===== src/common/acr_map.vh =====
// acr_map.vh: register offsets, field positions, reset values and event bits
// for the analog control register bank; definitions only
`ifndef ACR_MAP_VH
`define ACR_MAP_VH

// printed offsets step by one, not by four: they are word indices
`define ACR_IDX_ADC_EN 16'h2864
`define ACR_IDX_AUX_CHOP 16'h2865
`define ACR_IDX_REG_CTRL 16'h2866
`define ACR_IDX_CLK_MUL 16'h2867
`define ACR_IDX_PLL_GRID 16'h2868
`define ACR_IDX_STATUS 16'h286b
`define ACR_IDX_IRQ_STAT 16'h286c
`define ACR_IDX_IRQ_MASK 16'h286d
`define ACR_ADDR_W 18

`define ACR_CTRL_RESET 8'h00
`define ACR_STATUS_FIXED 3'h5

// adc enable fields
`define ACR_CMP_EN_BIT 5
`define ACR_AUX_ADC_BIT 3
`define ACR_VOLT_ADC_BIT 2
`define ACR_CUR_B_ADC_BIT 1
`define ACR_CUR_A_ADC_BIT 0
// aux channel fields
`define ACR_CHOP_DIS_BIT 0
// regulator fields
`define ACR_PDET_DIS_BIT 7
`define ACR_BIAS_BOOST_BIT 6
`define ACR_VSEL_MSB 5
`define ACR_VSEL_LSB 3
`define ACR_TRIM_MSB 2
`define ACR_TRIM_LSB 0
// clock fields
`define ACR_PLL_EN_BIT 7
`define ACR_REF_EN_BIT 6
`define ACR_SMP_MSB 5
`define ACR_SMP_LSB 4
`define ACR_MET_MSB 3
`define ACR_MET_LSB 2
`define ACR_PROC_MSB 1
`define ACR_PROC_LSB 0
`define ACR_CLK_RESERVED 2'b11
// pll fields
`define ACR_QUAD_BIT 7
`define ACR_DBL_BIT 6
`define ACR_GRID_BIT 5
// status fields
`define ACR_XTAL_BIT 7
`define ACR_CMP_OUT_BIT 5
`define ACR_FIXED_LSB 2
// interrupt events
`define ACR_EV_XTAL_STOP 0
`define ACR_EV_CMP_RISE 1
`define ACR_EV_CMP_FALL 2
`define ACR_EV_W 3

`define ACR_RESP_OKAY 2'b00
`define ACR_RESP_SLVERR 2'b10

`endif


===== src/logic/acr_bank.v =====
// acr_bank.v: analog control register bank on an axi4-lite slave port
// assumes srst synchronous to ref_clk and analog status inputs already synchronous
`timescale 1ns/1ps
`include "acr_map.vh"

module acr_bank (
  // clock and reset
  input wire ref_clk,
  input wire srst,
  // axi4-lite write address and data
  input wire [`ACR_ADDR_W-1:0] s_axi_awaddr,
  input wire s_axi_awvalid,
  output reg s_axi_awready,
  input wire [31:0] s_axi_wdata,
  input wire [3:0] s_axi_wstrb,
  input wire s_axi_wvalid,
  output reg s_axi_wready,
  // axi4-lite write response
  output reg [1:0] s_axi_bresp,
  output reg s_axi_bvalid,
  input wire s_axi_bready,
  // axi4-lite read
  input wire [`ACR_ADDR_W-1:0] s_axi_araddr,
  input wire s_axi_arvalid,
  output reg s_axi_arready,
  output reg [31:0] s_axi_rdata,
  output reg [1:0] s_axi_rresp,
  output reg s_axi_rvalid,
  input wire s_axi_rready,
  // analog status inputs
  input wire crystal_stopped_in,
  input wire comparator_out_in,
  // analog controls
  output reg comparator_enable,
  output reg aux_adc_enable,
  output reg voltage_adc_enable,
  output reg current_b_adc_enable,
  output reg current_a_adc_enable,
  output reg aux_chopper_disable,
  output reg power_detect_disable,
  output reg regulator_bias_boost,
  output reg [2:0] regulator_voltage_select,
  output reg [2:0] digital_supply_trim,
  output reg pll_enable,
  output reg reference_enable,
  output reg [1:0] sample_clock_select,
  output reg [1:0] metering_clock_select,
  output reg [1:0] processor_clock_select,
  output reg [1:0] processor_clock_boost,
  output reg grid_frequency_select,
  // interrupt
  output reg irq
);

  ////////////////////////////////////////////////////////////////////////////
  reg [7:0] adc_enable_control_q;
  reg [7:0] aux_channel_chopper_control_q;
  reg [7:0] regulator_control_q;
  reg [7:0] clock_multiplier_control_q;
  reg [7:0] pll_grid_control_q;
  reg [`ACR_EV_W-1:0] irq_status_q;
  reg [`ACR_EV_W-1:0] irq_mask_q;
  reg crystal_prev_q;
  reg cmp_prev_q;
  reg aw_held_q;
  reg w_held_q;
  reg [`ACR_ADDR_W-1:0] awaddr_q;
  reg [31:0] wdata_q;
  reg [3:0] wstrb_q;

  wire [15:0] w_idx = awaddr_q[`ACR_ADDR_W-1:2];
  wire [15:0] r_idx = s_axi_araddr[`ACR_ADDR_W-1:2];
  wire do_write = aw_held_q && w_held_q && !s_axi_bvalid;
  wire wr_lane0 = do_write && wstrb_q[0];
  wire do_read = s_axi_arvalid && s_axi_arready;
  wire read_stat = do_read && (r_idx == `ACR_IDX_IRQ_STAT);

  wire [7:0] status_value;
  assign status_value = {crystal_stopped_in, 1'b0, comparator_out_in,
    `ACR_STATUS_FIXED, 2'b00};

  wire [`ACR_EV_W-1:0] events;
  assign events[`ACR_EV_XTAL_STOP] = crystal_stopped_in && !crystal_prev_q;
  assign events[`ACR_EV_CMP_RISE] = comparator_out_in && !cmp_prev_q;
  assign events[`ACR_EV_CMP_FALL] = !comparator_out_in && cmp_prev_q;

  ////////////////////////////////////////////////////////////////////////////
  // fields of the control registers
  wire [1:0] sample_code = clock_multiplier_control_q[`ACR_SMP_MSB:`ACR_SMP_LSB];
  wire [1:0] metering_code = clock_multiplier_control_q[`ACR_MET_MSB:`ACR_MET_LSB];
  wire [1:0] processor_code = clock_multiplier_control_q[`ACR_PROC_MSB:`ACR_PROC_LSB];
  wire [2:0] voltage_code = regulator_control_q[`ACR_VSEL_MSB:`ACR_VSEL_LSB];
  wire [2:0] trim_code = regulator_control_q[`ACR_TRIM_MSB:`ACR_TRIM_LSB];
  wire double_req = pll_grid_control_q[`ACR_DBL_BIT];
  wire quad_req = pll_grid_control_q[`ACR_QUAD_BIT];

  ////////////////////////////////////////////////////////////////////////////
  // next values of the analog outputs
  wire comparator_enable_d = adc_enable_control_q[`ACR_CMP_EN_BIT];
  wire aux_adc_enable_d = adc_enable_control_q[`ACR_AUX_ADC_BIT];
  wire voltage_adc_enable_d = adc_enable_control_q[`ACR_VOLT_ADC_BIT];
  wire current_b_adc_enable_d = adc_enable_control_q[`ACR_CUR_B_ADC_BIT];
  wire current_a_adc_enable_d = adc_enable_control_q[`ACR_CUR_A_ADC_BIT];
  wire aux_chopper_disable_d = aux_channel_chopper_control_q[`ACR_CHOP_DIS_BIT];
  wire power_detect_disable_d = regulator_control_q[`ACR_PDET_DIS_BIT];
  wire regulator_bias_boost_d = regulator_control_q[`ACR_BIAS_BOOST_BIT];
  wire [2:0] regulator_voltage_select_d = voltage_code;
  wire [2:0] digital_supply_trim_d = trim_code;
  // no ordering check: the analog side needs the reference up before the pll
  wire pll_enable_d = clock_multiplier_control_q[`ACR_PLL_EN_BIT];
  wire reference_enable_d = clock_multiplier_control_q[`ACR_REF_EN_BIT];
  wire [1:0] sample_clock_select_d =
    (sample_code == `ACR_CLK_RESERVED) ? sample_clock_select : sample_code;
  wire [1:0] metering_clock_select_d =
    (metering_code == `ACR_CLK_RESERVED) ? metering_clock_select : metering_code;
  wire [1:0] processor_clock_select_d = processor_code;
  // 00 none, 01 x2, 11 x4; bit 7 alone has no effect
  wire [1:0] processor_clock_boost_d = {quad_req & double_req, double_req};
  wire grid_frequency_select_d = pll_grid_control_q[`ACR_GRID_BIT];
  wire irq_d = |(irq_status_q & irq_mask_q);

  ////////////////////////////////////////////////////////////////////////////
  // write address: address and data are taken in either order, one write at a time
  always @(posedge ref_clk) begin
    if (srst) begin
      aw_held_q <= 1'b0;
      s_axi_awready <= 1'b0;
      awaddr_q <= {`ACR_ADDR_W{1'b0}};
    end else begin
      s_axi_awready <= 1'b0;
      if (s_axi_awvalid && !aw_held_q && !s_axi_awready) begin
        s_axi_awready <= 1'b1;
      end
      if (s_axi_awvalid && s_axi_awready) begin
        aw_held_q <= 1'b1;
        awaddr_q <= s_axi_awaddr;
      end
      if (do_write) begin
        aw_held_q <= 1'b0;
      end
    end
  end

  // write data: held until the matching address is there as well
  always @(posedge ref_clk) begin
    if (srst) begin
      w_held_q <= 1'b0;
      s_axi_wready <= 1'b0;
      wdata_q <= 32'h0000_0000;
      wstrb_q <= 4'h0;
    end else begin
      s_axi_wready <= 1'b0;
      if (s_axi_wvalid && !w_held_q && !s_axi_wready) begin
        s_axi_wready <= 1'b1;
      end
      if (s_axi_wvalid && s_axi_wready) begin
        w_held_q <= 1'b1;
        wdata_q <= s_axi_wdata;
        wstrb_q <= s_axi_wstrb;
      end
      if (do_write) begin
        w_held_q <= 1'b0;
      end
    end
  end

  // write response: a new write waits until the previous answer is taken
  always @(posedge ref_clk) begin
    if (srst) begin
      s_axi_bvalid <= 1'b0;
      s_axi_bresp <= `ACR_RESP_OKAY;
    end else begin
      if (do_write) begin
        s_axi_bvalid <= 1'b1;
        case (w_idx)
          `ACR_IDX_ADC_EN, `ACR_IDX_AUX_CHOP, `ACR_IDX_REG_CTRL, `ACR_IDX_CLK_MUL,
          `ACR_IDX_PLL_GRID, `ACR_IDX_IRQ_MASK, `ACR_IDX_STATUS,
          `ACR_IDX_IRQ_STAT: begin
            s_axi_bresp <= `ACR_RESP_OKAY; // status write ignored
          end
          default: begin
            s_axi_bresp <= `ACR_RESP_SLVERR;
          end
        endcase
      end
      if (s_axi_bvalid && s_axi_bready) begin
        s_axi_bvalid <= 1'b0;
      end
    end
  end

  ////////////////////////////////////////////////////////////////////////////
  // control registers; reserved bits are stored as written except in the interrupt mask, software keeps them
  always @(posedge ref_clk) begin
    if (srst) begin
      adc_enable_control_q <= `ACR_CTRL_RESET;
      aux_channel_chopper_control_q <= `ACR_CTRL_RESET;
      regulator_control_q <= `ACR_CTRL_RESET;
      clock_multiplier_control_q <= `ACR_CTRL_RESET;
      pll_grid_control_q <= `ACR_CTRL_RESET;
      irq_mask_q <= {`ACR_EV_W{1'b0}};
    end else if (wr_lane0) begin
      case (w_idx)
        `ACR_IDX_ADC_EN: adc_enable_control_q <= wdata_q[7:0];
        `ACR_IDX_AUX_CHOP: aux_channel_chopper_control_q <= wdata_q[7:0];
        `ACR_IDX_REG_CTRL: regulator_control_q <= wdata_q[7:0];
        `ACR_IDX_CLK_MUL: clock_multiplier_control_q <= wdata_q[7:0];
        `ACR_IDX_PLL_GRID: pll_grid_control_q <= wdata_q[7:0];
        `ACR_IDX_IRQ_MASK: irq_mask_q <= wdata_q[`ACR_EV_W-1:0];
        default: begin
        end
      endcase
    end
  end

  ////////////////////////////////////////////////////////////////////////////
  // read address: one read at a time, answer two edges after arvalid
  always @(posedge ref_clk) begin
    if (srst) begin
      s_axi_arready <= 1'b0;
    end else begin
      s_axi_arready <= s_axi_arvalid && !s_axi_arready && !s_axi_rvalid;
    end
  end

  // read data: taken at the address handshake, so a read-clear and its data agree
  always @(posedge ref_clk) begin
    if (srst) begin
      s_axi_rvalid <= 1'b0;
      s_axi_rdata <= 32'h0000_0000;
      s_axi_rresp <= `ACR_RESP_OKAY;
    end else begin
      if (do_read) begin
        s_axi_rvalid <= 1'b1;
        s_axi_rresp <= `ACR_RESP_OKAY;
        case (r_idx)
          `ACR_IDX_ADC_EN: s_axi_rdata <= {24'h000000, adc_enable_control_q};
          `ACR_IDX_AUX_CHOP: s_axi_rdata <= {24'h000000, aux_channel_chopper_control_q};
          `ACR_IDX_REG_CTRL: s_axi_rdata <= {24'h000000, regulator_control_q};
          `ACR_IDX_CLK_MUL: s_axi_rdata <= {24'h000000, clock_multiplier_control_q};
          `ACR_IDX_PLL_GRID: s_axi_rdata <= {24'h000000, pll_grid_control_q};
          `ACR_IDX_STATUS: s_axi_rdata <= {24'h000000, status_value};
          `ACR_IDX_IRQ_STAT: s_axi_rdata <= {{(32-`ACR_EV_W){1'b0}}, irq_status_q};
          `ACR_IDX_IRQ_MASK: s_axi_rdata <= {{(32-`ACR_EV_W){1'b0}}, irq_mask_q};
          default: begin
            s_axi_rdata <= 32'h0000_0000;
            s_axi_rresp <= `ACR_RESP_SLVERR;
          end
        endcase
      end else if (s_axi_rvalid && s_axi_rready) begin
        s_axi_rvalid <= 1'b0;
      end
    end
  end

  ////////////////////////////////////////////////////////////////////////////
  // sticky events; a new event in the read-clear cycle survives
  genvar gi;
  generate
    for (gi = 0; gi < `ACR_EV_W; gi = gi + 1) begin : g_ev
      always @(posedge ref_clk) begin
        if (srst) begin
          irq_status_q[gi] <= 1'b0;
        end else if (events[gi]) begin
          irq_status_q[gi] <= 1'b1;
        end else if (read_stat) begin
          irq_status_q[gi] <= 1'b0;
        end
      end
    end
  endgenerate

  // previous levels reset low: a comparator already high after reset reports one rise
  always @(posedge ref_clk) begin
    if (srst) begin
      crystal_prev_q <= 1'b0;
      cmp_prev_q <= 1'b0;
    end else begin
      crystal_prev_q <= crystal_stopped_in;
      cmp_prev_q <= comparator_out_in;
    end
  end

  always @(posedge ref_clk) begin
    if (srst) begin
      irq <= 1'b0;
    end else begin
      irq <= irq_d;
    end
  end

  ////////////////////////////////////////////////////////////////////////////
  // analog outputs, registered once more from the control registers
  always @(posedge ref_clk) begin
    if (srst) begin
      comparator_enable <= 1'b0;
      aux_adc_enable <= 1'b0;
      voltage_adc_enable <= 1'b0;
      current_b_adc_enable <= 1'b0;
      current_a_adc_enable <= 1'b0;
      aux_chopper_disable <= 1'b0;
      power_detect_disable <= 1'b0;
      regulator_bias_boost <= 1'b0;
      regulator_voltage_select <= 3'h0;
      digital_supply_trim <= 3'h0;
      pll_enable <= 1'b0;
      reference_enable <= 1'b0;
      sample_clock_select <= 2'h0;
      metering_clock_select <= 2'h0;
      processor_clock_select <= 2'h0;
      processor_clock_boost <= 2'h0;
      grid_frequency_select <= 1'b0;
    end else begin
      comparator_enable <= comparator_enable_d;
      aux_adc_enable <= aux_adc_enable_d;
      voltage_adc_enable <= voltage_adc_enable_d;
      current_b_adc_enable <= current_b_adc_enable_d;
      current_a_adc_enable <= current_a_adc_enable_d;
      aux_chopper_disable <= aux_chopper_disable_d;
      power_detect_disable <= power_detect_disable_d;
      regulator_bias_boost <= regulator_bias_boost_d;
      regulator_voltage_select <= regulator_voltage_select_d;
      digital_supply_trim <= digital_supply_trim_d;
      pll_enable <= pll_enable_d;
      reference_enable <= reference_enable_d;
      sample_clock_select <= sample_clock_select_d;
      metering_clock_select <= metering_clock_select_d;
      processor_clock_select <= processor_clock_select_d;
      processor_clock_boost <= processor_clock_boost_d;
      grid_frequency_select <= grid_frequency_select_d;
    end
  end

endmodule // acr_bank


===== config.mk =====
export PLATFORM = sky130hd
export DESIGN_NAME = acr_bank
export DESIGN_NICKNAME = d
export VERILOG_FILES = /design/src/logic/acr_bank.v
export VERILOG_INCLUDE_DIRS = /design/src /design/src/common
export SDC_FILE = /design/constraint.sdc
export NUM_CORES = 1
export LEC_CHECK = 0
export ABC_AREA = 1
export ABC_CLOCK_PERIOD_IN_PS = 3800
export BUFFER_PORTS_ARGS = -buffer_cell sky130_fd_sc_hd__buf_2
export CORE_MARGIN = 3
export CORE_UTILIZATION = 25
export DETAILED_ROUTE_END_ITERATION = 7
export GPL_ROUTABILITY_DRIVEN = 0
export SLEW_MARGIN = 20
export SYNTH_ARGS = -nofsm -noshare
export SYNTH_HDL_FRONTEND = slang
export SYNTH_SLANG_ARGS = --single-unit

===== constraint.sdc =====
create_clock -name ref_clk -period 3.8 [get_ports ref_clk]
set_clock_uncertainty 0.15 [all_clocks]
set_input_delay 0.95 -clock ref_clk [delete_from_list [all_inputs] [get_ports ref_clk]]
set_output_delay 0.95 -clock ref_clk [all_outputs]
set_load 0.05 [all_outputs]

==> results.py <==
metrics = {
    "worst_setup_path": {
        "cp-end-kind": "register",
        "arrival_ps": 2440,
        "crit_start": "awaddr_q[10]$_SDFFE_PP0P_",
        "reg2reg_depth": 7,
        "cpLargestDelayFamily": "simple AND/OR/NAND/NOR gates",
        "reg2reg_to": "adc_enable_control_q[7]$_SDFFE_PP0P_",
        "path_buf_inv": 2,
        "cp_cell_sequence": "inv_1 > nand4_1 > nor2_2 > buf_4 > nand3_1 > o21ai_0 > a21oi_1",
        "slowest_delay_ps": 570,
        "start_kind": "register",
        "crit_type": "reg -> reg",
        "path_max_fanout": 41,
        "rrSetupSlack_ps": 1480,
        "cpMaxStageDelayCell": "nand3_1",
        "timing.rr.start": "awaddr_q[10]$_SDFFE_PP0P_",
        "required_ps": 3920,
    },
    "cts": {
        "tritoncts": "built",
        "cts_resized": 0,
        "cts-htree-levels": 4,
        "cts_setup_buffers": 0,
        "root_buffer": "clkbuf_16",
        "insertion_delay_ps": 410,
        "clkSinkCount": 116,
        "clk_pin_slew_ps": 50,
        "cts_hold_buf": 0,
        "numCtsBuffers": 17,
        "cts_buffer_depth": 2,
    },
    "detailed_routing": {
        "viasPerCell": 4.40,
        "routed_wirelength_um": 13500,
        "route.vias.total": 4531,
        "first_iter_violations": 264,
        "drtPass1Iterations": 5,
        "routedWlPerCell_um": 13.1,
        "ant_nets": 0,
        "drc_errors": 0,
    },
    "synth": {
        "yosysUniqueCellTypes": 27,
        "synthCells": 675,
        "synth.area.mux_share": 0,
        "synth_xor_area_frac": 0,
        "yosys-top-cells-area": "dfxtp_1, nand2_1, a21oi_1, nor2_1, nand3_1",
        "synthAdderAreaFrac": 0,
        "synth_top_area_cell": "dfxtp_1",
        "synth_top_area_frac": 0.462,
        "ys_seq_elements": 116,
        "yosys.area_share.simple": 0.299,
        "syn_area_per_cell_um2": 7.45,
        "synth_compound_area_frac": 0.122,
        "netlist_area_um2": 5030,
        "synth_top_family_by_area": "simple AND/OR/NAND/NOR gates",
        "ys_warn_count": 0,
        "yosysSeqAreaShare": 0.462,
    },
    "pwr": {
        "powerDensity_nw_per_um2": 498,
        "finalPower_mw": 3.10,
        "leakagePower_nw": 2.52,
        "ir_drop_mv": 0.269,
    },
    "placed_design": {
        "io_buffers": 90,
        "placed_area_um2": 5610,
        "hpwl_um": 9430,
    },
    "timing": {
        "relSlewSlack": 0.323,
        "fmax_mhz": 431,
        "whs_ps": 286,
        "tightest_slew_ps": 1010,
        "finalSetupTns_ps": 0,
        "final-setup-viol-count": 0,
        "finalCritPeriodShare": 0.611,
        "hold_viol_final": 0,
        "rsz0062_at_grt": "false",
        "fin_crit_ps": 2320,
        "drv_slew": 0,
    },
    "die": {
        "start_util": 0.257,
        "fp.dieW_um": 148,
        "core_region_area_um2": 19600,
        "die-area_um2": 21800,
        "die_height_um": 148,
        "ios": 148,
        "fp-row-count": 51,
    },
    "global_route": {
        "antenna_found_initial": 0,
        "grt_pass1_wl_um": 21500,
        "first_global_vias": 4116,
        "grt.overflow.total": 0,
        "grt_max_degree": 79,
        "grtUsageTotal": 0.125,
    },
    "final_layout": {
        "final_net_count": 836,
        "diodes": 0,
        "area_growth_pct": 23.7,
        "fin_area_um2": 6220,
        "drive_gt1_frac": 0.188,
        "fillers": 2140,
    },
    "job": {
        "cap_violations": 0,
    },
    "hold_path": {
        "min_path_cells": 1,
        "min_to": "s_axi_arready$_SDFF_PP0_",
        "hp-class": "reg -> reg",
        "hold_start": "s_axi_arready$_SDFF_PP0_",
    },
    "status": {
        "outcome": "finished clean",
    },
}
-- cells in the final DEF (no fill, tap or decap), types with 6 or more instances in the layout --
master | netlist | layout
a21oi_1 | 73 | 73
buf_2 | 10 | 90
clkbuf_16 | 0 | 17
conb_1 | 1 | 26
dfxtp_1 | 116 | 116
inv_1 | 66 | 65
nand2_1 | 108 | 108
nand3_1 | 55 | 55
nand4_1 | 43 | 43
nor2_1 | 83 | 81
nor2_2 | 4 | 6
o21ai_0 | 47 | 47
-- per-layer routing --
metal,share of wire,track usage,vias to the layer above,routed length (um)
met5,0,0,-,0
met4,0.0076,0.0322,0,103
met3,0.072,0.0383,8,975
met2,0.44,0.184,160,5920
met1,0.48,0.179,2010,6510
li1,-,-,2353,-
-- flip-flops by register name (all words and copies together) (netlist names), 8 cells and up --
| name | cells |
|---|---|
| awaddr_q | 16 |
| adc_enable_control_q | 8 |
| aux_channel_chopper_control_q | 8 |
| clock_multiplier_control_q | 8 |
| pll_grid_control_q | 8 |
| regulator_control_q | 8 |
| s_axi_rdata | 8 |
| wdata_q | 8 |
-- where the power goes --
group / internal, mW / switching [mW]
clock network: 1.11 / 0.539
logic: 0.0424 / 0.140
registers: 1.24 / 0.0245
total: 2.40 / 0.703
-- Yosys cell counts --
cell,count
nor4_4,3
nand2_4,1
o21ai_0,47
nor3_1,3
a211oi_1,2
a21oi_1,73
nand3_4,2
clkbuf_1,19
nand3_2,2
nand3_1,55
nand4_1,43
nor2_4,1
dfxtp_1,116
nor4_1,1
nor3_2,1
nand2_2,1
nor3_4,1
buf_2,10
nand4_4,1
buf_1,3
nor2_2,4
nand2_1,108
nor2_1,83
conb_1,1
inv_1,66
buf_4,26
inv_2,2
-- worst max path at each step --
stage / endpoint / slack [ps] / cells past startpoint
floorplan: s_axi_rdata[0]$_SDFFE_PP0P_ / 1620 / 9
global placement: s_axi_rdata[3]$_SDFFE_PP0P_ / 1170 / 8
detailed placement: s_axi_rdata[3]$_SDFFE_PP0P_ / 1160 / 8
CTS: adc_enable_control_q[0]$_SDFFE_PP0P_ / 1510 / 7
global route: adc_enable_control_q[2]$_SDFFE_PP0P_ / 1210 / 7
finish: adc_enable_control_q[7]$_SDFFE_PP0P_ / 1480 / 7
-- layout make-up --
type	count	area, um^2	share of cell area
Clock inverter	10	158	0.0253
Tap cell	265	332	0.0533
Multi-Input combinational cell	458	2220	0.357
Clock buffer	19	453	0.0728
Timing Repair Buffer	94	480	0.0772
Inverter	68	255	0.0410
Sequential cell	116	2320	0.373
-- logic make-up (layout without fill, tap and decap cells) --
family                 Yosys count  after routing
buffers and inverters          126            191
other                            1             26
AOI/OAI and AO/OA              122            122
and+or+nand+nor                310            310
DFF                            116            116
-- metrics by stage --
step / std cells / utilization / worst slack, ps
finish: 1030 / 0.318 / 1480
global route: 1030 / 0.318 / 1210
CTS: 1030 / 0.318 / 1510
detailed placement: 1001 / 0.286 / 1160
global placement: 1001 / 0.286 / 1170
floorplan: 700 / - / 1620
No activity file was read; power rests on OpenSTA's default activity.
